### src/core/fcpc_pkg.sv
// Package for the fast clock and power configuration block
package fcpc_pkg;

  localparam int unsigned FCPC_CLK_MHZ = 125;

  // Register byte offsets
  localparam logic [7:0] FCPC_OFS_CFG = 8'h00;
  localparam logic [7:0] FCPC_OFS_STAT = 8'h04;

  // Reset value of the configuration word
  localparam logic [31:0] FCPC_CFG_RST = 32'h0000_0138;

  // Status word bit positions
  localparam int unsigned FCPC_ST_READY = 0;
  localparam int unsigned FCPC_ST_ON = 1;
  localparam int unsigned FCPC_ST_F8M = 2;
  localparam int unsigned FCPC_ST_ERR = 3;

  // Settling times in microseconds, index = settle code
  localparam int unsigned FCPC_SETTLE_US [8] =
    '{74, 104, 135, 196, 257, 379, 502, 5000};
  // High baud oscillator timeouts in milliseconds, index = timeout code
  localparam int unsigned FCPC_FAST_BAUD_OSC_TIMEOUT_MS [8] =
    '{10, 20, 30, 40, 60, 80, 100, 120};
  // Supply check divisors, index = rate code (0 means off)
  localparam logic [6:0] FCPC_SUPPLY_DIV [8] =
    '{7'h00, 7'h01, 7'h02, 7'h05, 7'h0a, 7'h14, 7'h32, 7'h64};

  localparam logic [2:0] FCPC_RATE_OFF = 3'h0;

  typedef struct packed {
    logic [15:0] upper;
    logic [2:0] supply_check_rate;
    logic housekeeping_clock_mode;
    logic [2:0] fast_osc_cal_rate;
    logic fast_osc_freq_select;
    logic [2:0] fast_baud_osc_timeout;
    logic [2:0] fast_osc_settle_time;
    logic [1:0] must_zero;
  } fcpc_cfg_t;

  // Packed from bit 3 down, so osc_ready lands on bit 0
  typedef struct packed {
    logic cfg_err;
    logic freq_8m;
    logic osc_on;
    logic osc_ready;
  } fcpc_stat_t;

  typedef enum logic [1:0] {FCPC_OFF, FCPC_SETTLE, FCPC_ON} fcpc_osc_t;

endpackage

### src/core/fcpc_core.sv
// Fast clock and power configuration: APB register, rate counters, osc
//
// Contract
// - The supply check rate field at bits 15:13 resets to 0; 0 is off and 1 checks on every trigger.
// - Supply check codes 2 to 7 check on every 2nd, 5th, 10th, 20th, 50th and 100th trigger via a counter.
// - Bit 12 chooses whether housekeeping runs without (0, reset) or with (1) the fast oscillator started first.
// - The calibration rate field at bits 11:9 resets to 0; 0 is off and 1 calibrates on every trigger.
// - Bit 8 selects a nominal 4 MHz (0) or 8 MHz (1) fast oscillator and resets to 1.
// - Bit 8 applies only in flow meter mode; otherwise the shadow register selector is used.
// - With high baud enabled the oscillator is held on for the timeout chosen by bits 7:5, reset 001.
// - After an oscillator request the settling time chosen by bits 4:2 (reset 110) passes before use.
`timescale 1ns/1ps
module fcpc_core
  import fcpc_pkg::*;
#(
  parameter logic [23:0] SETTLE_CYC [8] = '{
    24'(FCPC_SETTLE_US[0] * FCPC_CLK_MHZ),
    24'(FCPC_SETTLE_US[1] * FCPC_CLK_MHZ),
    24'(FCPC_SETTLE_US[2] * FCPC_CLK_MHZ),
    24'(FCPC_SETTLE_US[3] * FCPC_CLK_MHZ),
    24'(FCPC_SETTLE_US[4] * FCPC_CLK_MHZ),
    24'(FCPC_SETTLE_US[5] * FCPC_CLK_MHZ),
    24'(FCPC_SETTLE_US[6] * FCPC_CLK_MHZ),
    24'(FCPC_SETTLE_US[7] * FCPC_CLK_MHZ)},
  parameter logic [23:0] FAST_BAUD_OSC_TIMEOUT_CYC [8] = '{
    24'(FCPC_FAST_BAUD_OSC_TIMEOUT_MS[0] * FCPC_CLK_MHZ * 1000),
    24'(FCPC_FAST_BAUD_OSC_TIMEOUT_MS[1] * FCPC_CLK_MHZ * 1000),
    24'(FCPC_FAST_BAUD_OSC_TIMEOUT_MS[2] * FCPC_CLK_MHZ * 1000),
    24'(FCPC_FAST_BAUD_OSC_TIMEOUT_MS[3] * FCPC_CLK_MHZ * 1000),
    24'(FCPC_FAST_BAUD_OSC_TIMEOUT_MS[4] * FCPC_CLK_MHZ * 1000),
    24'(FCPC_FAST_BAUD_OSC_TIMEOUT_MS[5] * FCPC_CLK_MHZ * 1000),
    24'(FCPC_FAST_BAUD_OSC_TIMEOUT_MS[6] * FCPC_CLK_MHZ * 1000),
    24'(FCPC_FAST_BAUD_OSC_TIMEOUT_MS[7] * FCPC_CLK_MHZ * 1000)},
  parameter logic [6:0] CAL_DIV [8] =
    '{7'h00, 7'h01, 7'h02, 7'h04, 7'h08, 7'h10, 7'h20, 7'h40}
)
(
  input wire logic pclk,
  input wire logic presetn,
  input wire logic psel,
  input wire logic penable,
  input wire logic pwrite,
  input wire logic [7:0] paddr,
  input wire logic [31:0] pwdata,
  output logic [31:0] prdata,
  output logic pready,
  output logic pslverr,
  input wire logic meas_trig,
  input wire logic flow_mode,
  input wire logic shadow_freq_sel,
  input wire logic osc_req,
  input wire logic gph_req,
  input wire logic hbr_en,
  input wire logic hbr_activity,
  output logic supply_check_req,
  output logic osc_cal_req,
  output logic fast_osc_freq_8m,
  output logic osc_on,
  output logic osc_ready
);

  ////////////////////////////////////////////////////////////////////////
  function automatic logic [6:0] cal_div(input logic [2:0] code);
    cal_div = CAL_DIV[code];
  endfunction

  // True when a counter has reached its divisor minus one, so this trigger must fire
  function automatic logic div_hit(input logic [6:0] cnt,
                                   input logic [6:0] div);
    div_hit = (div != 7'h00) && (cnt >= div - 7'h01);
  endfunction

  ////////////////////////////////////////////////////////////////////////
  // APB slave, one wait state on every access
  fcpc_cfg_t cfg_r, cfg_nxt;
  logic cfg_err_r, cfg_err_nxt;
  logic [31:0] prdata_r, prdata_nxt;
  logic pready_r, pready_nxt;
  logic pslverr_r, pslverr_nxt;
  fcpc_stat_t stat;
  logic hit_cfg, hit_stat, access_end;
  fcpc_osc_t osc_st_r, osc_st_nxt;
  logic freq_8m_r, freq_8m_nxt;

  assign stat = '{osc_ready: (osc_st_r == FCPC_ON),
                  osc_on: (osc_st_r != FCPC_OFF),
                  freq_8m: freq_8m_r,
                  cfg_err: cfg_err_r};

  always_comb
  begin
    hit_cfg = (paddr == FCPC_OFS_CFG);
    hit_stat = (paddr == FCPC_OFS_STAT);
    access_end = psel && penable && pready_r;
    cfg_nxt = cfg_r;
    cfg_err_nxt = cfg_err_r;
    pready_nxt = psel && penable && !pready_r;
    prdata_nxt = prdata_r;
    pslverr_nxt = 1'b0;
    if (pready_nxt)
    begin
      pslverr_nxt = !(hit_cfg || (hit_stat && !pwrite));
      prdata_nxt = 32'h0000_0000;
      if (!pwrite && hit_cfg)
        prdata_nxt = cfg_r;
      else if (!pwrite && hit_stat)
        prdata_nxt = {28'h000_0000, stat};
    end
    if (access_end && pwrite && hit_cfg)
    begin
      // Upper half belongs to other logic and reads as zero here
      cfg_nxt = pwdata;
      cfg_nxt.upper = 16'h0000;
      // Unsupported low bits are never stored, only flagged
      cfg_nxt.must_zero = 2'b00;
      cfg_err_nxt = (pwdata[1:0] != 2'b00);
    end
  end

  always_ff @(posedge pclk or negedge presetn)
  begin
    if (!presetn)
    begin
      cfg_r <= FCPC_CFG_RST;
      cfg_err_r <= 1'b0;
      prdata_r <= 32'h0000_0000;
      pready_r <= 1'b0;
      pslverr_r <= 1'b0;
    end
    else
    begin
      cfg_r <= cfg_nxt;
      cfg_err_r <= cfg_err_nxt;
      prdata_r <= prdata_nxt;
      pready_r <= pready_nxt;
      pslverr_r <= pslverr_nxt;
    end
  end

  assign prdata = prdata_r;
  assign pready = pready_r;
  assign pslverr = pslverr_r;

  ////////////////////////////////////////////////////////////////////////
  // Trigger divider counters for supply check and calibration
  logic [6:0] sup_cnt_r, sup_cnt_nxt, cal_cnt_r, cal_cnt_nxt;
  logic sup_req_r, sup_req_nxt, cal_req_r, cal_req_nxt;
  logic [6:0] sup_div, cal_dv;

  always_comb
  begin
    sup_div = FCPC_SUPPLY_DIV[cfg_r.supply_check_rate];
    cal_dv = cal_div(cfg_r.fast_osc_cal_rate);
    sup_cnt_nxt = sup_cnt_r;
    cal_cnt_nxt = cal_cnt_r;
    sup_req_nxt = 1'b0;
    cal_req_nxt = 1'b0;
    // Off codes park the counters so a later enable starts clean
    if (cfg_r.supply_check_rate == FCPC_RATE_OFF)
      sup_cnt_nxt = 7'h00;
    else if (meas_trig && div_hit(sup_cnt_r, sup_div))
    begin
      sup_cnt_nxt = 7'h00;
      sup_req_nxt = 1'b1;
    end
    else if (meas_trig)
      sup_cnt_nxt = sup_cnt_r + 7'h01;
    if (cfg_r.fast_osc_cal_rate == FCPC_RATE_OFF)
      cal_cnt_nxt = 7'h00;
    else if (meas_trig && div_hit(cal_cnt_r, cal_dv))
    begin
      cal_cnt_nxt = 7'h00;
      cal_req_nxt = 1'b1;
    end
    else if (meas_trig)
      cal_cnt_nxt = cal_cnt_r + 7'h01;
  end

  always_ff @(posedge pclk or negedge presetn)
  begin
    if (!presetn)
    begin
      sup_cnt_r <= 7'h00;
      cal_cnt_r <= 7'h00;
      sup_req_r <= 1'b0;
      cal_req_r <= 1'b0;
    end
    else
    begin
      sup_cnt_r <= sup_cnt_nxt;
      cal_cnt_r <= cal_cnt_nxt;
      sup_req_r <= sup_req_nxt;
      cal_req_r <= cal_req_nxt;
    end
  end

  assign supply_check_req = sup_req_r;
  assign osc_cal_req = cal_req_r;

  ////////////////////////////////////////////////////////////////////////
  // Fast oscillator control: high baud hold, settling, frequency select
  logic [23:0] hold_cnt_r, hold_cnt_nxt, settle_cnt_r, settle_cnt_nxt;
  logic demand;
  logic osc_on_r, osc_on_nxt, osc_ready_r, osc_ready_nxt;

  always_comb
  begin
    hold_cnt_nxt = hold_cnt_r;
    if (!hbr_en)
      hold_cnt_nxt = 24'h00_0000;
    else if (hbr_activity)
      hold_cnt_nxt = FAST_BAUD_OSC_TIMEOUT_CYC[cfg_r.fast_baud_osc_timeout];
    else if (hold_cnt_r != 24'h00_0000)
      hold_cnt_nxt = hold_cnt_r - 24'h00_0001;
    // Calibration also needs the oscillator running
    demand = osc_req || cal_req_r || (hbr_en && hold_cnt_r != 24'h00_0000)
      || (gph_req && cfg_r.housekeeping_clock_mode);
    osc_st_nxt = osc_st_r;
    settle_cnt_nxt = settle_cnt_r;
    unique case (osc_st_r)
      FCPC_OFF:
        if (demand)
        begin
          osc_st_nxt = FCPC_SETTLE;
          settle_cnt_nxt =
            SETTLE_CYC[cfg_r.fast_osc_settle_time];
        end
      FCPC_SETTLE:
        if (!demand)
          osc_st_nxt = FCPC_OFF;
        else if (settle_cnt_r <= 24'h00_0001)
          osc_st_nxt = FCPC_ON;
        else
          settle_cnt_nxt = settle_cnt_r - 24'h00_0001;
      FCPC_ON:
        if (!demand)
          osc_st_nxt = FCPC_OFF;
      default:
        osc_st_nxt = FCPC_OFF;
    endcase
    // Registered copies keep the pins free of decode glitches
    osc_on_nxt = (osc_st_nxt != FCPC_OFF);
    osc_ready_nxt = (osc_st_nxt == FCPC_ON);
    // Shadow selector rules outside flow meter mode
    freq_8m_nxt = flow_mode ? cfg_r.fast_osc_freq_select
                            : shadow_freq_sel;
  end

  always_ff @(posedge pclk or negedge presetn)
  begin
    if (!presetn)
    begin
      hold_cnt_r <= 24'h00_0000;
      settle_cnt_r <= 24'h00_0000;
      osc_st_r <= FCPC_OFF;
      freq_8m_r <= 1'b1;
      osc_on_r <= 1'b0;
      osc_ready_r <= 1'b0;
    end
    else
    begin
      hold_cnt_r <= hold_cnt_nxt;
      settle_cnt_r <= settle_cnt_nxt;
      osc_st_r <= osc_st_nxt;
      freq_8m_r <= freq_8m_nxt;
      osc_on_r <= osc_on_nxt;
      osc_ready_r <= osc_ready_nxt;
    end
  end

  assign fast_osc_freq_8m = freq_8m_r;
  assign osc_on = osc_on_r;
  assign osc_ready = osc_ready_r;

endmodule

### config.mk
export PLATFORM = sky130hd
export DESIGN_NAME = fcpc_core
export DESIGN_NICKNAME = d
export VERILOG_FILES = /design/src/core/fcpc_pkg.sv /design/src/core/fcpc_core.sv
export SDC_FILE = /design/constraint.sdc
export NUM_CORES = 1
export LEC_CHECK = 0
export BUFFER_PORTS_ARGS = -buffer_cell sky130_fd_sc_hd__buf_4
export CORE_ASPECT_RATIO = 1.25
export CORE_MARGIN = 2
export CORE_UTILIZATION = 35
export DETAILED_ROUTE_END_ITERATION = 16
export PLACE_DENSITY = 0.56
export SLEW_MARGIN = 25
export SYNTH_ARGS = -nofsm -noshare
export SYNTH_HDL_FRONTEND = slang
export SYNTH_SLANG_ARGS = --single-unit
### constraint.sdc
create_clock -name pclk -period 3.44 [get_ports pclk]
set_input_delay 0.516 -clock pclk [delete_from_list [all_inputs] [get_ports pclk]]
set_output_delay 0.516 -clock pclk [all_outputs]
set_load 0.02 [all_outputs]
=== Word-level counts from Yosys, hierarchy flattened ===
Memories as Yosys holds them, arrays and structs flattened.
Cells that the tools add are included.

* Flip-flop bits (word level): 118
* Memory bits (read-only): 496
* Input port bits: 52
* Output and inout bits: 39
* Memories: 4

{| class="wikitable"
|+ Memories
! memory !! depth !! bits a word !! read ports !! clocked after memory_dff !! wr ports !! line !! source
|-
| (no name shown) || 8 || 24 || 1 || 0 || 0 || fcpc_core.sv:226 || <nowiki>SETTLE_CYC[cfg_r.fast_osc_settle_time];</nowiki>
|-
| (no name shown) || 8 || 24 || 1 || 0 || 0 || fcpc_core.sv:212 || <nowiki>hold_cnt_nxt = FAST_BAUD_OSC_TIMEOUT_CYC[cfg_r.fast_baud_osc_timeout];</nowiki>
|-
| (no name shown) || 8 || 7 || 1 || 0 || 0 || fcpc_core.sv:64 || <nowiki>cal_div = CAL_DIV[code];</nowiki>
|-
| (no name shown) || 8 || 7 || 1 || 0 || 0 || fcpc_core.sv:152 || <nowiki>sup_div = FCPC_SUPPLY_DIV[cfg_r.supply_check_rate];</nowiki>
|}

* Add/sub/neg operators: 6
* $lt $le $gt $ge: 7
* Equality and inequality tests: 8
* Mux-type cells: 34
* Bitwise operators: 4
* Reductions and logical operators: 34

{| class="wikitable"
|+ Operator list
! cell !! number
|-
| 24-bit two-way mux || 10
|-
| 7-bit two-way mux || 10
|-
| 24-bit case mux with 2 select lines || 1
|-
| 24-bit by 1-bit subtractor with 24-bit output (second input constant) || 2
|-
| 24-bit by 1-bit <= comparator with 1-bit output (second input constant) || 1
|-
| 24-bit nonzero test || 1
|-
| 4-bit >= comparator (second input constant) || 4
|-
| 16-bit two-way mux || 1
|-
| 3-bit NOT with 4-bit output || 4
|-
| 7-bit by 1-bit adder with 7-bit output (second input constant) || 2
|-
| 7-bit >= comparator || 2
|-
| 7-bit nonzero test || 2
|-
| 7-bit by 1-bit subtractor with 7-bit output (second input constant) || 2
|-
| 1-bit logical AND || 13
|-
| 8-bit by 3-bit equality test with 1-bit output (second input constant) || 1
|-
| 8-bit zero test || 1
|-
| 2-bit two-way mux || 4
|-
| 2-bit nonzero test || 4
|-
| 3-bit zero test || 2
|-
| 1-bit two-way mux || 6
|-
| 2-bit inequality test (second input constant) || 3
|-
| 2-bit case mux with 3 select lines || 1
|-
| 3-bit nonzero test || 2
|-
| 2-bit equality test (second input constant) || 2
|-
| other kinds (7) || 12
|}

=== Depth between registers and ports, before layout ===
* Depth after elaboration: 10
* Depth in mapped cells: 15

=== Worst setup path before layout ===
Ideal clock, no wire load.

* Kind: flip-flop to flip-flop
* Start: register cfg_r[10] (netlist name)
* End: register cal_cnt_r[6]
* Library setup time: 0.104 ns
* Arrival: 2.798 ns
* Data required time: 3.336 ns
* Setup slack: 0.539 ns
* Stages on the path, launching flop included: 14
* Path buffers: 1
* Clock period less this slack: 2.901 ns
* Path through: dfrtp_1 -> clkbuf_1 -> or3b_2 -> ha_1 -> inv_1 -> a211oi_1 -> a21oi_1 -> ha_1 -> a21o_1 -> a21o_1 -> a21oi_1 -> o21a_1 -> nor2_1 -> a221oi_1

* Longest elaborated chain between the ends: 10
* Elaborated cells on any way between the ends: 13
* Classes of those cells: add/sub: 1; order compare: 1; mux: 4; bitwise: 1; reduce/logical: 5; memory: 1

{| class="wikitable"
|+ Ends and longest elaborated chain
! item !! line !! source
|-
| from (decl) || fcpc_core.sv:75 || <nowiki>fcpc_cfg_t cfg_r, cfg_nxt;</nowiki>
|-
| from (signal assigned) || fcpc_core.sv:132 || <nowiki>cfg_r <= cfg_nxt;</nowiki>
|-
| 3-bit NOT with 4-bit output (implied by the code) || fcpc_core.sv:64 ||
|-
| memory read 8 x 7 bit || -- ||
|-
| 7-bit two-way mux (implied by the code) (2 in a row) || fcpc_core.sv:64 ||
|-
| 7-bit by 1-bit subtractor with 7-bit output || fcpc_core.sv:70 || <nowiki>div_hit = (div != 7'h00) && (cnt >= div - 7'h01);</nowiki>
|-
| 7-bit >= comparator || fcpc_core.sv:70 ||
|-
| 1-bit logical AND || fcpc_core.sv:70 ||
|-
| 1-bit logical AND || fcpc_core.sv:170 || <nowiki>else if (meas_trig && div_hit(cal_cnt_r, cal_dv))</nowiki>
|-
| 7-bit two-way mux || fcpc_core.sv:170 ||
|-
| 7-bit two-way mux || fcpc_core.sv:168 || <nowiki>if (cfg_r.fast_osc_cal_rate == FCPC_RATE_OFF)</nowiki>
|-
| to (signal assigned) || fcpc_core.sv:191 || <nowiki>cal_cnt_r <= cal_cnt_nxt;</nowiki>
|-
| to (decl) || fcpc_core.sv:146 || <nowiki>logic [6:0] sup_cnt_r, sup_cnt_nxt, cal_cnt_r, cal_cnt_nxt;</nowiki>
|}

Parallel ways exist; a longest one is shown, timed or not. The select of a mux whose other input is x is not followed.
A chain may end at the register's enable or synchronous reset.

=== Worst setup path after layout ===
Same ends and word-level chain as after synthesis.

==> PnR_summary.wiki <==
{| class="wikitable"
! Metric !! Value
|-
| EDFF count, synth || 0
|-
| CTS buffer count || 9
|-
| Skew-Pair Late Insertion Delay || 0.35 ns
|-
| Pin slew with the least headroom to its limit || 0.920 ns
|-
| Die extent in x || 123 um
|-
| Share of async-settable or async-resettable flops after synthesis || 1.00
|-
| Top-area cell type share of the netlist area || 0.395
|-
| Complex-gate fraction of the synthesized area || 0.187
|-
| Via count of the first global-routing pass || 5028
|-
| Simple logic cell fraction of the synthesized area || 0.198
|-
| Via-per-instance ratio || 5.29
|-
| Post-CTS Repair Setup Buffers || 0
|-
| Final min period || 3.14 ns
|-
| Number of rows created at floorplan || 54
|-
| Post-synthesis area per instance || 9.02 um^2
|-
| Biggest fanout along the worst timing path || 11
|-
| Number of detailed-routing iterations run before antenna repair || 4
|-
| Worst max-slew margin expressed relative to the limit || 0.381
|-
| H-tree Lvls || 3
|-
| Worst Setup End Kind || register
|-
| Synth top area cells || sky130_fd_sc_hd__dfrtp_1, sky130_fd_sc_hd__ha_1, sky130_fd_sc_hd__nand2_1, sky130_fd_sc_hd__nor2_1, sky130_fd_sc_hd__a21oi_1
|-
| Number of endpoints with negative hold slack in the final report || 0
|-
| Mapped Cells || 682
|-
| Die footprint || 0.0187 mm^2
|-
| R2R setup slack || 0.30 ns
|-
| Clock tree from TritonCTS || built
|-
| Adder and majority cell fraction of the synthesized area || 0.0753
|-
| Root Driver || sky130_fd_sc_hd__clkbuf_16
|-
| Most common cell after layout, fill and taps aside || sky130_fd_sc_hd__dfrtp_1
|-
| Wire length of the first global-routing pass || 24900 um
|-
| Proportion of synthesized area in mux cells || 0.0177
|-
| Most frequent cells in the layout || sky130_fd_sc_hd__dfrtp_1, sky130_fd_sc_hd__buf_4, sky130_fd_sc_hd__nand2_1, sky130_fd_sc_hd__nor2_1
|-
| Setup crit start kind || register
|-
| Maximum Capacitance Violations || 0
|-
| Cells traversed along the worst timing path || or3b_2 -> ha_1 -> inv_1 -> a211oi_1 -> a21oi_1 -> ha_1 -> a21o_1 -> a21o_1 -> a21oi_1 -> o21a_1 -> nor2_1 -> a221oi_1
|-
| Fmax || 0.318 GHz
|-
| Layout Nets || 823
|-
| Main combinational cell family by area after synthesis || simple AND/OR/NAND/NOR gates
|-
| Cts hold-fix bufs || 0
|-
| Kind of path behind the tightest hold check || in2async
|-
| Main flop type after synthesis || sky130_fd_sc_hd__dfrtp_1
|-
| Number of gates resized after cts || 0
|-
| Number of setup violations in the final report || 0
|-
| Post-synthesis cell type with the largest combined area || sky130_fd_sc_hd__dfrtp_1
|-
| Slack of the critical path || 0.298 ns
|-
| Worst Path Required || 3.69 ns
|-
| Final clock period utilization by the worst path || 0.914
|-
| Number of buffers on the longest clock path || 2
|-
| Final worst clock skew || 0.00950 ns
|-
| Worst setup path class || reg2reg
|-
| Synth-to-layout area growth || 15.1%
|-
| Final GP Congestion || 0.830
|-
| Setup repair after global routing missed its margin || no
|-
| Global routing usage summed across all routing layers || 0.165
|-
| Antenna violation net count after detailed routing || 0
|-
| Share of layout cells above drive strength 1 || 0.152
|-
| Total number of yosys warnings || 0
|-
| Residual DRC || 0
|-
| Critical Path Slowest Stage Cell || sky130_fd_sc_hd__a211oi_1
|-
| Sinks on Clock Net || 102
|-
| Number of I/O pins || 91
|-
| Leakage power || 3.26 nW
|-
| Pin count of the biggest net entering global routing || 50
|-
| Height of the chip || 152 um
|-
| Result of the run || finished, final reports clean
|-
| Initial antenna violation count || 0
|-
| Std-Cell Core Area || 0.0174 mm^2
|-
| Effective utilization at floorplan || 0.354
|-
| WL final || 14700 um
|-
| Antenna Cells || 0
|-
| Share of synthesized area occupied by flip-flops and latches || 0.416
|-
| Final count of pins violating max slew || 0
|-
| Synthesized cell area || 0.00615 mm^2
|-
| Total via count after detailed routing || 5097
|-
| VDD IR max || 0.199 mV
|-
| XOR/XNOR share of the synthesized area || 0.0498
|-
| Number of library cell types mapped by synthesis || 63
|-
| Global route total overflow || 0
|-
| CP arrival || 3.39 ns
|-
| Final HPWL from detailed placement || 10700 um
|-
| Number of register bits inferred by synthesis || 102
|-
| Max incr delay on CP || 0.51 ns
|-
| Post-CTS clock slew at the launch and capture registers of the worst setup and hold paths || 0.07 ns
|-
| Pwr per Cell Area || 405 mW/mm^2
|-
| Port Buffer Count || 58
|-
| Detailed Route Iter0 Violations || 284
|-
| Worst slack, placed || 0.256 ns
|-
| Sum of negative setup slack || 0 ns
|-
| Average detailed-routed wire length per instance || 15.2 um
|}
## worst max-delay path: cells and delay by family (launching register included)
family                     cells  cell delay (ns)
and+or+nand+nor                2             0.36
DFF                            1             0.48
AOI/OAI and AO/OA              7             1.61
adders and majority gates      2             0.49
buffers and inverters          1             0.08
## per-stage QoR
stage | util | cells | instance area, um^2 | power, mW | hold WS (ns)
finish | 0.408 | 963 | 7080 | 2.87 | 0.176
global route | 0.408 | 963 | 7080 | 3.03 | 0.247
CTS | 0.407 | 963 | 7070 | 2.89 | 0.207
detailed placement | 0.391 | 947 | 6790 | 1.89 | 0.476
global placement | 0.390 | 946 | 6770 | 1.87 | 0.464
floorplan | - | 697 | 6210 | 1.72 | 0.220
## cell usage after synthesis (3+ instances only)
cell type / n
sky130_fd_sc_hd__a311oi_1: 3
sky130_fd_sc_hd__a22o_1: 15
sky130_fd_sc_hd__nand4b_1: 4
sky130_fd_sc_hd__xor2_1: 23
sky130_fd_sc_hd__xnor2_1: 12
sky130_fd_sc_hd__nand2b_1: 7
sky130_fd_sc_hd__inv_1: 23
sky130_fd_sc_hd__nor3b_1: 4
sky130_fd_sc_hd__clkbuf_1: 23
sky130_fd_sc_hd__dfstp_2: 5
sky130_fd_sc_hd__mux2i_1: 3
sky130_fd_sc_hd__buf_4: 16
sky130_fd_sc_hd__or3_1: 9
sky130_fd_sc_hd__dfrtp_1: 97
sky130_fd_sc_hd__a31oi_1: 7
sky130_fd_sc_hd__a22oi_1: 3
sky130_fd_sc_hd__o21a_1: 4
sky130_fd_sc_hd__nand3_1: 12
sky130_fd_sc_hd__o22a_1: 4
sky130_fd_sc_hd__and3_1: 3
sky130_fd_sc_hd__o21ai_0: 48
sky130_fd_sc_hd__or4_1: 3
sky130_fd_sc_hd__a21boi_0: 3
sky130_fd_sc_hd__nor3_1: 28
sky130_fd_sc_hd__nand4_1: 12
sky130_fd_sc_hd__nor2_1: 67
sky130_fd_sc_hd__nand3b_1: 6
sky130_fd_sc_hd__ha_1: 37
sky130_fd_sc_hd__nand2_1: 68
sky130_fd_sc_hd__o31a_1: 3
sky130_fd_sc_hd__mux2_2: 7
sky130_fd_sc_hd__a211oi_1: 15
sky130_fd_sc_hd__a21o_1: 6
sky130_fd_sc_hd__nor4_1: 12
sky130_fd_sc_hd__a21oi_1: 48
sky130_fd_sc_hd__buf_2: 5
## cell type report
cell class | count | area [um^2]
Fill cell | 1730 | 10300
Multi-Input combinational cell | 525 | 3310
Sequential cell | 102 | 2560
Timing Repair Buffer | 72 | 553
Tap cell | 224 | 280
Clock buffer | 11 | 253
Inverter | 24 | 90.1
Clock inverter | 5 | 33.8
## routing by layer
metal  vias up  routed length, um  GRT usage
met5         -                  0          0
met4         0                284     0.0624
met3        18                614     0.0292
met2       104               7280      0.271
met1      2448               6500      0.217
li1       2527                  -          -
## cells by family after synthesis
family | after synthesis
mux | 10
fa+ha+maj | 37
buf+inv | 70
simple gates | 248
other cells | 1
compound gates | 179
xor+xnor | 35
flops | 102
## power breakdown
| group | switching (mW) | internal [mW] | total (mW) |
|---|---|---|---|
| sequential | 0.101 | 1.28 | 1.38 |
| clock | 0.466 | 0.530 | 0.996 |
| combinational | 0.284 | 0.203 | 0.487 |
## registers in the layout, summed over array words and instances, names as in the netlist
name	cells
cfg_err_r	1
settle_cnt_r	24
fast_osc_freq_8m	1
osc_ready	1
osc_on	1
cfg_r	14
pready	1
cal_cnt_r	7
prdata	16
osc_st_r	2
osc_cal_req	1
sup_cnt_r	7
supply_check_req	1
hold_cnt_r	24
pslverr	1
## path summary, 6_finish.rpt
kind,start,end,depth (start not counted)
setup / recovery,cfg_r[10],cal_cnt_r[6],12
hold / removal,presetn,sup_cnt_r[4],1
setup reg to reg,cfg_r[10],cal_cnt_r[6],12
hold reg to reg,prdata[2],prdata[2],2
max in group asynchronous,presetn,settle_cnt_r[19],3
min in group pclk,pwdata[7],cfg_r[7],3
Note: power is estimated with default switching activity, not from simulation.
